## src/spc_pkg.sv

```systemverilog
package spc_pkg;

    // ****************************************
    // Register map
    // ****************************************
    localparam logic [7:0] SPC_OFS_SLEEP_CFG = 8'h40;
    localparam logic [7:0] SPC_OFS_KEEP_ON = 8'h41;

    // Field positions of the sleep/power configuration register.
    localparam int SPC_BIT_RSVD = 7;
    localparam int SPC_BIT_SLEEP_LVL = 6;
    localparam int SPC_BIT_SLOT_HI = 5;
    localparam int SPC_BIT_SLOT_LO = 4;
    localparam int SPC_BIT_SLEEP_POL = 3;
    localparam int SPC_BIT_LP_OFF = 2;
    localparam int SPC_BIT_LP_RST = 1;
    localparam int SPC_BIT_IRQ_POL = 0;

    // Reset values; bit 7 is not stored.
    localparam logic [6:0] SPC_SLEEP_CFG_RST = 7'h34;
    localparam logic [7:0] SPC_KEEP_ON_RST = 8'h00;
    // Fields that boot configuration reloads.
    localparam logic [6:0] SPC_BOOT_MASK = 7'h37;

    // ****************************************
    // Timing
    // ****************************************
    localparam int SPC_CLK_PERIOD_NS = 10;
    localparam int SPC_SLOT_A_US = 200;
    localparam int SPC_SLOT_B_US = 500;
    localparam int SPC_SLOT_C_MS = 2;
    localparam int SPC_LONG_PRESS_MS = 1;

    // ****************************************
    // Types
    // ****************************************
    typedef enum logic [1:0] {
        SPC_SLOT_ZERO = 2'h0,
        SPC_SLOT_A = 2'h1,
        SPC_SLOT_B = 2'h2,
        SPC_SLOT_C = 2'h3
    } spc_slot_t;

    typedef enum logic [2:0] {
        SPC_LP_IDLE = 3'h1,
        SPC_LP_HOLD = 3'h2,
        SPC_LP_FIRED = 3'h4
    } spc_lp_state_t;

    // Keep-on register bit that belongs to LDO number n (1 to 8).
    function automatic int spc_keep_bit(input int n);
        case (n)
            1: return 1;
            2: return 2;
            3: return 7;
            4: return 6;
            5: return 3;
            6: return 0;
            7: return 5;
            default: return 4;
        endcase
    endfunction

endpackage

```

## src/spc_cfg_if.sv

```systemverilog
// Configuration handed from the register bank to its helpers.
interface spc_cfg_if;
    logic [1:0] slot_sel;
    logic [7:0] keep_by_ldo;
    logic [7:0] en1_assign;
    logic [7:0] ldo_enabled;
    logic en1_level;
    logic in_sleep;

    modport src (output slot_sel, keep_by_ldo, en1_assign, ldo_enabled,
                 en1_level, in_sleep);
    modport slot (input slot_sel);
    modport ldo (input keep_by_ldo, en1_assign, ldo_enabled, en1_level,
                 in_sleep);
endinterface

```

## src/spc_slot_timer.sv

```systemverilog
// Produces one tick per power-sequence time slot while running.
module spc_slot_timer #(
    parameter int SLOT_A_CYC = 20000,
    parameter int SLOT_B_CYC = 50000,
    parameter int SLOT_C_CYC = 200000
) (
    input logic clk_sys_in,
    input logic srst_in,
    spc_cfg_if.slot cfg,
    input logic run_in,
    output logic tick_out
);
    typedef struct packed {
        logic [17:0] cnt;
        logic tick;
    } spc_tmr_st_t;

    spc_tmr_st_t st_r;
    spc_tmr_st_t st_nxt;
    logic [17:0] lim;

    // Slot length select and counting.
    always_comb begin
        st_nxt = st_r;
        case (cfg.slot_sel) // see [RULE_02]
            spc_pkg::SPC_SLOT_A: lim = 18'(SLOT_A_CYC - 1);
            spc_pkg::SPC_SLOT_B: lim = 18'(SLOT_B_CYC - 1);
            default: lim = 18'(SLOT_C_CYC - 1);
        endcase
        st_nxt.tick = 1'b0;
        if (!run_in) begin
            st_nxt.cnt = '0;
        end else if (cfg.slot_sel == spc_pkg::SPC_SLOT_ZERO) begin
            st_nxt.tick = 1'b1;
            st_nxt.cnt = '0;
        end else if (st_r.cnt >= lim) begin
            st_nxt.tick = 1'b1;
            st_nxt.cnt = '0;
        end else begin
            st_nxt.cnt = st_r.cnt + 18'h1;
        end
    end

    // State register.
    always_ff @(posedge clk_sys_in) begin
        if (srst_in) begin
            st_r <= '0;
        end else begin
            st_r <= st_nxt;
        end
    end

    assign tick_out = st_r.tick;
endmodule

```

## src/spc_ldo_ctrl.sv

```systemverilog
// Decides on/off and full-load state of each LDO (index 0 is LDO1).
module spc_ldo_ctrl (
    input logic clk_sys_in,
    input logic srst_in,
    spc_cfg_if.ldo cfg,
    output logic [7:0] ldo_on_out,
    output logic [7:0] ldo_full_load_out
);
    typedef struct packed {
        logic [7:0] on;
        logic [7:0] full;
    } spc_ldo_st_t;

    spc_ldo_st_t st_r;
    spc_ldo_st_t st_nxt;

    // Per-regulator supply state.
    always_comb begin
        st_nxt = st_r;
        for (int i = 0; i < 8; i++) begin
            if (cfg.en1_assign[i]) begin
                // Line high: fully on; line low: keep bit decides.
                st_nxt.on[i] = cfg.en1_level | cfg.keep_by_ldo[i]; // see [RULE_10] see [RULE_11]
                st_nxt.full[i] = st_nxt.on[i];
            end else begin
                // An off regulator stays off whatever the keep bit.
                st_nxt.on[i] = cfg.ldo_enabled[i]; // see [RULE_09]
                st_nxt.full[i] = cfg.ldo_enabled[i] &
                    (~cfg.in_sleep | cfg.keep_by_ldo[i]); // see [RULE_07] see [RULE_08]
            end
        end
    end

    // State register.
    always_ff @(posedge clk_sys_in) begin
        if (srst_in) begin
            st_r <= '0;
        end else begin
            st_r <= st_nxt;
        end
    end

    assign ldo_on_out = st_r.on;
    assign ldo_full_load_out = st_r.full;
endmodule

```

## src/spc_sleep_power_regs.sv

```systemverilog
// Behaviour
// [RULE_01] Sleep-level bit set makes converters use a nonzero sleep voltage.
// [RULE_02] Slot field picks a sequence slot of 0, 200 us, 500 us or 2 ms.
// [RULE_03] Sleep polarity bit set means the sleep input is active high.
// [RULE_04] Long-press bit set turns the device off after a long low press.
// [RULE_05] Core-reset bit set allows a digital core reset while in OFF.
// [RULE_06] Interrupt polarity bit 0 gives an active-low pad, 1 active-high.
// [RULE_07] Keep-on bit set keeps an LDO at full load through sleep.
// [RULE_08] Keep-on bit clear puts an LDO in low-power mode during sleep.
// [RULE_09] A keep-on bit has no effect on a regulator that is off.
// [RULE_10] An enable-1 LDO is fully on whenever the enable-1 line is high.
// [RULE_11] With enable-1 low an assigned LDO is off or full by its keep bit.
// [RULE_12] Keep-on bits 7 to 0 are LDO3,4,7,8,5,2,1,6 and reset to zero.
// [RULE_13] Both registers are written by the host over the control bus.
// [RULE_14] Reserved bit 7 of the configuration ignores writes, reads zero.
module spc_sleep_power_regs #(
    parameter int SLOT_A_CYC =
        spc_pkg::SPC_SLOT_A_US * 1000 / spc_pkg::SPC_CLK_PERIOD_NS,
    parameter int SLOT_B_CYC =
        spc_pkg::SPC_SLOT_B_US * 1000 / spc_pkg::SPC_CLK_PERIOD_NS,
    parameter int SLOT_C_CYC =
        spc_pkg::SPC_SLOT_C_MS * 1000000 / spc_pkg::SPC_CLK_PERIOD_NS,
    parameter int LONG_PRESS_CYC =
        spc_pkg::SPC_LONG_PRESS_MS * 1000000 / spc_pkg::SPC_CLK_PERIOD_NS
) (
    input logic clk_sys_in,
    input logic srst_in,
    input logic reg_wr_en_in,
    input logic reg_rd_en_in,
    input logic [7:0] reg_addr_in,
    input logic [7:0] reg_wdata_in,
    output logic [7:0] reg_rdata_out,
    input logic boot_load_in,
    input logic [7:0] boot_cfg_in,
    input logic sleep_req_pin_in,
    input logic power_button_input_in,
    input logic enable1_line_in,
    input logic in_sleep_in,
    input logic off_state_in,
    input logic irq_event_in,
    input logic [7:0] core_rail_sleep_voltage_in,
    input logic [7:0] enable1_ldo_assignment_in,
    input logic [7:0] ldo_enabled_in,
    input logic seq_run_in,
    output logic converter_sleep_level_sel_out,
    output logic [1:0] sequence_slot_duration_out,
    output logic sleep_req_out,
    output logic irq_output_pad_out,
    output logic long_press_turnoff_out,
    output logic off_state_core_reset_out,
    output logic dcdc_use_sleep_level_out,
    output logic slot_tick_out,
    output logic [7:0] ldo_on_out,
    output logic [7:0] ldo_full_load_out
);
    // ****************************************
    // State
    // ****************************************
    typedef struct packed {
        logic [6:0] cfg;
        logic [7:0] keep;
        logic [7:0] rdata;
        logic [1:0] slp_s;
        logic [1:0] pwr_s;
        logic [1:0] en1_s;
        logic sleep_req;
        logic irq_pad;
        spc_pkg::spc_lp_state_t lp;
        logic [19:0] lp_cnt;
        logic turnoff;
        logic core_rst;
        logic dcdc_lvl;
    } spc_main_st_t;

    spc_main_st_t st_r;
    spc_main_st_t st_nxt;
    spc_cfg_if cfg_if ();

    // ****************************************
    // Next-state logic
    // ****************************************

    // Registers, synchronisers, polarity and long-press detection.
    always_comb begin
        st_nxt = st_r;

        // Pin synchronisers; only the second stage is read.
        st_nxt.slp_s = {st_r.slp_s[0], sleep_req_pin_in};
        st_nxt.pwr_s = {st_r.pwr_s[0], power_button_input_in};
        st_nxt.en1_s = {st_r.en1_s[0], enable1_line_in};

        // Boot configuration reloads its fields; a host write wins.
        if (boot_load_in) begin // see [RULE_02] see [RULE_04]
            st_nxt.cfg = (st_r.cfg & ~spc_pkg::SPC_BOOT_MASK) |
                (boot_cfg_in[6:0] & spc_pkg::SPC_BOOT_MASK);
        end

        // Host writes over the control serial bus.
        if (reg_wr_en_in) begin // see [RULE_13]
            if (reg_addr_in == spc_pkg::SPC_OFS_SLEEP_CFG) begin
                st_nxt.cfg = reg_wdata_in[6:0]; // see [RULE_14]
            end else if (reg_addr_in == spc_pkg::SPC_OFS_KEEP_ON) begin
                st_nxt.keep = reg_wdata_in; // see [RULE_12]
            end
        end

        // Reads answer one cycle later; unmapped reads give zero.
        if (reg_rd_en_in) begin
            if (reg_addr_in == spc_pkg::SPC_OFS_SLEEP_CFG) begin
                st_nxt.rdata = {1'b0, st_r.cfg}; // see [RULE_14]
            end else if (reg_addr_in == spc_pkg::SPC_OFS_KEEP_ON) begin
                st_nxt.rdata = st_r.keep;
            end else begin
                st_nxt.rdata = 8'h00;
            end
        end

        // Sleep request is asserted when the pin equals the polarity bit.
        st_nxt.sleep_req = st_r.slp_s[1] ==
            st_r.cfg[spc_pkg::SPC_BIT_SLEEP_POL]; // see [RULE_03]

        // Interrupt pad: active high when the bit is 1, else active low.
        st_nxt.irq_pad = irq_event_in ==
            st_r.cfg[spc_pkg::SPC_BIT_IRQ_POL]; // see [RULE_06]

        // Core reset in OFF is allowed only when enabled.
        st_nxt.core_rst = off_state_in &
            st_r.cfg[spc_pkg::SPC_BIT_LP_RST]; // see [RULE_05]

        // Sleep voltage is used only if selected and nonzero.
        st_nxt.dcdc_lvl = in_sleep_in &
            st_r.cfg[spc_pkg::SPC_BIT_SLEEP_LVL] &
            (core_rail_sleep_voltage_in != 8'h00); // see [RULE_01]

        // Long press: button held low for the full hold time.
        st_nxt.turnoff = 1'b0;
        case (st_r.lp)
            spc_pkg::SPC_LP_IDLE: begin
                st_nxt.lp_cnt = '0;
                if (!st_r.pwr_s[1]) begin
                    st_nxt.lp = spc_pkg::SPC_LP_HOLD;
                end
            end
            spc_pkg::SPC_LP_HOLD: begin
                if (st_r.pwr_s[1]) begin
                    st_nxt.lp = spc_pkg::SPC_LP_IDLE;
                end else if (st_r.lp_cnt >= 20'(LONG_PRESS_CYC - 1)) begin
                    st_nxt.turnoff =
                        st_r.cfg[spc_pkg::SPC_BIT_LP_OFF]; // see [RULE_04]
                    st_nxt.lp = spc_pkg::SPC_LP_FIRED;
                end else begin
                    st_nxt.lp_cnt = st_r.lp_cnt + 20'h1;
                end
            end
            spc_pkg::SPC_LP_FIRED: begin
                if (st_r.pwr_s[1]) begin
                    st_nxt.lp = spc_pkg::SPC_LP_IDLE;
                end
            end
            default: begin
                st_nxt.lp = spc_pkg::SPC_LP_IDLE;
            end
        endcase
    end

    // State register with its reset values.
    always_ff @(posedge clk_sys_in) begin
        if (srst_in) begin
            st_r <= '0;
            st_r.irq_pad <= 1'b1; // Idle level of the default low pad.
            st_r.cfg <= spc_pkg::SPC_SLEEP_CFG_RST;
            st_r.keep <= spc_pkg::SPC_KEEP_ON_RST; // see [RULE_12]
            st_r.slp_s <= 2'h3;
            st_r.pwr_s <= 2'h3;
            st_r.lp <= spc_pkg::SPC_LP_IDLE;
        end else begin
            st_r <= st_nxt;
        end
    end

    // ****************************************
    // Helpers
    // ****************************************

    // Keep-on bits reordered to LDO numbering.
    generate
        for (genvar g = 0; g < 8; g++) begin : g_map
            assign cfg_if.keep_by_ldo[g] =
                st_r.keep[spc_pkg::spc_keep_bit(g + 1)]; // see [RULE_12]
        end
    endgenerate

    // Configuration handed to the helpers.
    assign cfg_if.slot_sel =
        st_r.cfg[spc_pkg::SPC_BIT_SLOT_HI:spc_pkg::SPC_BIT_SLOT_LO];
    assign cfg_if.en1_assign = enable1_ldo_assignment_in;
    assign cfg_if.ldo_enabled = ldo_enabled_in;
    assign cfg_if.en1_level = st_r.en1_s[1];
    assign cfg_if.in_sleep = in_sleep_in;

    // Sequence slot timer.
    spc_slot_timer #(
        .SLOT_A_CYC(SLOT_A_CYC),
        .SLOT_B_CYC(SLOT_B_CYC),
        .SLOT_C_CYC(SLOT_C_CYC)
    ) u_slot (
        .clk_sys_in(clk_sys_in),
        .srst_in(srst_in),
        .cfg(cfg_if.slot),
        .run_in(seq_run_in),
        .tick_out(slot_tick_out)
    );

    // LDO sleep and enable-1 control.
    spc_ldo_ctrl u_ldo (
        .clk_sys_in(clk_sys_in),
        .srst_in(srst_in),
        .cfg(cfg_if.ldo),
        .ldo_on_out(ldo_on_out),
        .ldo_full_load_out(ldo_full_load_out)
    );

    // ****************************************
    // Outputs
    // ****************************************

    // Every output assigned here comes straight from the state register.
    assign reg_rdata_out = st_r.rdata;
    assign converter_sleep_level_sel_out =
        st_r.cfg[spc_pkg::SPC_BIT_SLEEP_LVL];
    assign sequence_slot_duration_out =
        st_r.cfg[spc_pkg::SPC_BIT_SLOT_HI:spc_pkg::SPC_BIT_SLOT_LO];
    assign sleep_req_out = st_r.sleep_req;
    assign irq_output_pad_out = st_r.irq_pad;
    assign long_press_turnoff_out = st_r.turnoff;
    assign off_state_core_reset_out = st_r.core_rst;
    assign dcdc_use_sleep_level_out = st_r.dcdc_lvl;
endmodule

```

## config.mk

```make
export PLATFORM = sky130hd
export DESIGN_NAME = spc_sleep_power_regs
export DESIGN_NICKNAME = d
export VERILOG_FILES = /design/src/spc_pkg.sv /design/src/spc_cfg_if.sv /design/src/spc_slot_timer.sv /design/src/spc_ldo_ctrl.sv /design/src/spc_sleep_power_regs.sv
export SDC_FILE = /design/constraint.sdc
export NUM_CORES = 1
export LEC_CHECK = 0
export ABC_AREA = 1
export BUFFER_PORTS_ARGS = -buffer_cell sky130_fd_sc_hd__buf_2
export CAP_MARGIN = 0
export CELL_PAD_IN_SITES_DETAIL_PLACEMENT = 2
export CELL_PAD_IN_SITES_GLOBAL_PLACEMENT = 2
export CORE_ASPECT_RATIO = 0.9
export CORE_MARGIN = 2
export CORE_UTILIZATION = 33
export DETAILED_ROUTE_END_ITERATION = 10
export PLACE_DENSITY = 0.85
export SLEW_MARGIN = 20
export SYNTH_ARGS = -nofsm -noshare
export SYNTH_HDL_FRONTEND = slang
export SYNTH_SLANG_ARGS = --single-unit
```

## constraint.sdc

```tcl
create_clock -name clk_sys_in -period 4.2 [get_ports clk_sys_in]
set_input_delay 1.05 -clock clk_sys_in [delete_from_list [all_inputs] [get_ports clk_sys_in]]
set_output_delay 1.05 -clock clk_sys_in [all_outputs]
set_load 0.02 [all_outputs]
```

==> impl_metrics.tcl <==
set metrics [dict create \
    netlist.top_cell.by_area "dfxtp_1" \
    status "finished clean" \
    area_growth_pct 17.5 \
    fmax_ghz 0.388 \
    slew-limit-headroom_pct 63.3 \
    yosys_register_bits 92 \
    synth-simple-area-share_pct 31.9 \
    dieArea_um2 15000 \
    highest_layer "met5" \
    vdd_drop_max_uv 193 \
    setup_ws_ps 1620 \
    synthesis.nets 711 \
    synth_area_um2 4640 \
    ys_types 37 \
    cts_root_buf "clkbuf_16" \
    synth_flop_cell "dfxtp_1" \
    synth_warnings 0 \
    clk_latency_ps 360 \
    die_y_um 116 \
    start_util_pct 33.5 \
    drc_errors 0 \
    hp-class "flop to flop" \
    track_usage_pct 22.0 \
    utilization_pct 39.3 \
    fin_hold_ws_ps 409 \
    synth_top_family_by_area "simple AND/OR/NAND/NOR gates" \
    cp.arrival_ps 2850 \
    final_nets 785 \
    worstMarginPinSlew_ps 546 \
    critPathLaunchType "flop" \
    core_area_um2 13900 \
    hold_viol_final 0 \
    vias_per_cell 5.10 \
    post_drt_wl_per_cell_um 17.8 \
    crit_family "simple AND/OR/NAND/NOR gates" \
    crit_chain "inv_1 -> ha_1 -> inv_1 -> ha_1 -> nand2_1 -> nor2_1 -> a211oi_1 -> nand2_1 -> a21oi_1 -> nand3_2 -> nor2_1" \
    antenna_left 0 \
    dr.pass1.iters 4 \
    synthAdderAreaFrac_pct 4.32 \
    synth_compound_area_share_pct 11.5 \
    grt_pass1_vias 4970 \
    stdcell_count 886 \
    dp_hpwl_mm 11.4 \
    cp_max_fo 18 \
    cts.path.max_buffers 2 \
    io_pins 93 \
    yosysMostFrequentCell "nand2_1" \
    dr_wl_met2_mm 8.05 \
    synth_top_area_share_pct 39.7 \
    setup-violations-final 0 \
    vias 4520 \
    dp_cells 870 \
    cap_violations 0 \
    yosysSeqAreaShare_pct 39.7 \
    wl_met3_um 701 \
    synth_xor_area_share_pct 3.40 \
    port_buffers 89 \
    cts_hold_buf 0 \
    syn_inst 635 \
    yosys-top-cells-count "nand2_1 (107), dfxtp_1 (92), nor2_1 (89)" \
    syn_area_per_cell_um2 7.30 \
    antenna_found_initial 1 \
    path_class "flop to flop" \
    ctsResizeCount 0 \
    wl_met1_mm 6.85 \
    grt_max_degree 38 \
    drv_slew 0 \
    clkSinkCount 92 \
    drt-initial-drc-count 169 \
    period_share_pct 61.3 \
    post_cts_buffers 0 \
    worst_path_max_delay_cell "dfxtp_1" \
    r2r_setup_slack_ps 1620 \
    drive_above_1_share_pct 19.6 \
    synth_edf_count 0 \
    path_clk_slew_ps 70 \
    endpoint_kind "flop" \
    post-place-ws_ps 1460 \
    grt-ovfl-total 0 \
    totalWireLength_mm 15.8 \
    cts_buffers 9 \
    rows 41 \
    tns_ps 0 \
    grt_first_pass_wirelength_mm 25.7 \
    cts_tree "built" \
    gp_congestion 0.813 \
    antennaDiodeCount 0 \
    pwr_density_cell_nw_per_um2 379 \
    yosys-top-cells-area "dfxtp_1 (40%), nand2_1 (8.7%), nor2_1 (7.2%)" \
    crit_required_ps 4480 \
    p_leak_uw 0.00239 \
    die_x_um 129 \
    period_minus_slack_ps 2580 \
    fin_skew_ps 10.2 \
    crit_buf_inv 2 \
    h-tree-depth 3 \
    synth.area.mux_share_pct 0 \
    grt_setup_unrepaired "false" \
    critPathMaxStageDelay_ps 390 \
    ys_async_sr_fraction_pct 0 \
]
-- metrics by stage --
stage	instance area, um2	power, uW
after global routing	5450	2150
after floorplan	4640	1130
after detailed placement	5140	1210
final	5450	2070
after global placement	5140	1190
after CTS	5450	2090
-- power breakdown --
group / total, uW / switching [uW] / internal [uW]
combinational: 271 / 190 / 81.2
clock: 874 / 401 / 473
sequential: 921 / 22.4 / 898
-- cell usage in the layout (no fill, tap or decap), drive strengths merged --
master	instances
xnor2	6
a21o	3
nor2b	2
clkinvlp	2
nor3	6
nor2	91
o211ai	8
a21oi	52
o21bai	1
o21ai	30
nand3	68
dfxtp	92
clkbuf	9
nor3b	1
nand4	12
or2	6
a211oi	1
ha	16
xor2	12
nand2	118
inv	72
bufinv	1
nor4	6
and2	8
buf	91
-- tightest hold or removal path, cell delays in order, from the launching register on --
cell and delay, ps:
dfxtp_1 300, inv_1 40, nor2_1 30
-- cell families after synthesis --
group / count (synthesis)
simple gates: 318
fa+ha+maj: 16
compound gates: 95
xor+xnor: 18
buf+inv: 96
flops: 92
-- area by class of cell --
type	count	area, um2
clock buffers	9	225
multi-input cells	447	2370
inverters	68	255
repair buffers	91	460
clock inverters	7	82.6
flip-flops and latches	92	1840
fillers	1648	8400
well taps	172	215
-- sequential cells by signal, indices dropped and copies added, names as in the netlist --
| register | count |
|---|---|
| st_r | 29 |
| u_slot.st_r | 18 |
| cfg_if.keep_by_ldo | 8 |
| reg_rdata_out | 8 |
| u_ldo.ldo_full_load_out | 8 |
| u_ldo.ldo_on_out | 8 |
| st_nxt | 3 |
| sequence_slot_duration_out | 2 |
| cfg_if.en1_level | 1 |
| converter_sleep_level_sel_out | 1 |
| dcdc_use_sleep_level_out | 1 |
| irq_output_pad_out | 1 |
| long_press_turnoff_out | 1 |
| off_state_core_reset_out | 1 |
| sleep_req_out | 1 |
| u_slot.tick_out | 1 |
-- layer usage --
metal | global-route usage, % | vias to the layer above
met2 | 40.0 | 90
met4 | 5.43 | 2
met3 | 5.50 | 16
li1 | - | 2201
met5 | 0 | -
met1 | 26.0 | 2211
-- worst paths after layout --
kind                                    endpoint  depth (start not counted)                           from
worst max-delay path              u_slot.st_r[8]                         11  sequence_slot_duration_out[1]
worst min register to register  cfg_if.en1_level                          2                     st_nxt[29]
worst max register to register    u_slot.st_r[8]                         11  sequence_slot_duration_out[1]
worst min-delay path            cfg_if.en1_level                          2                     st_nxt[29]
Note: power is estimated with default switching activity, not from simulation.
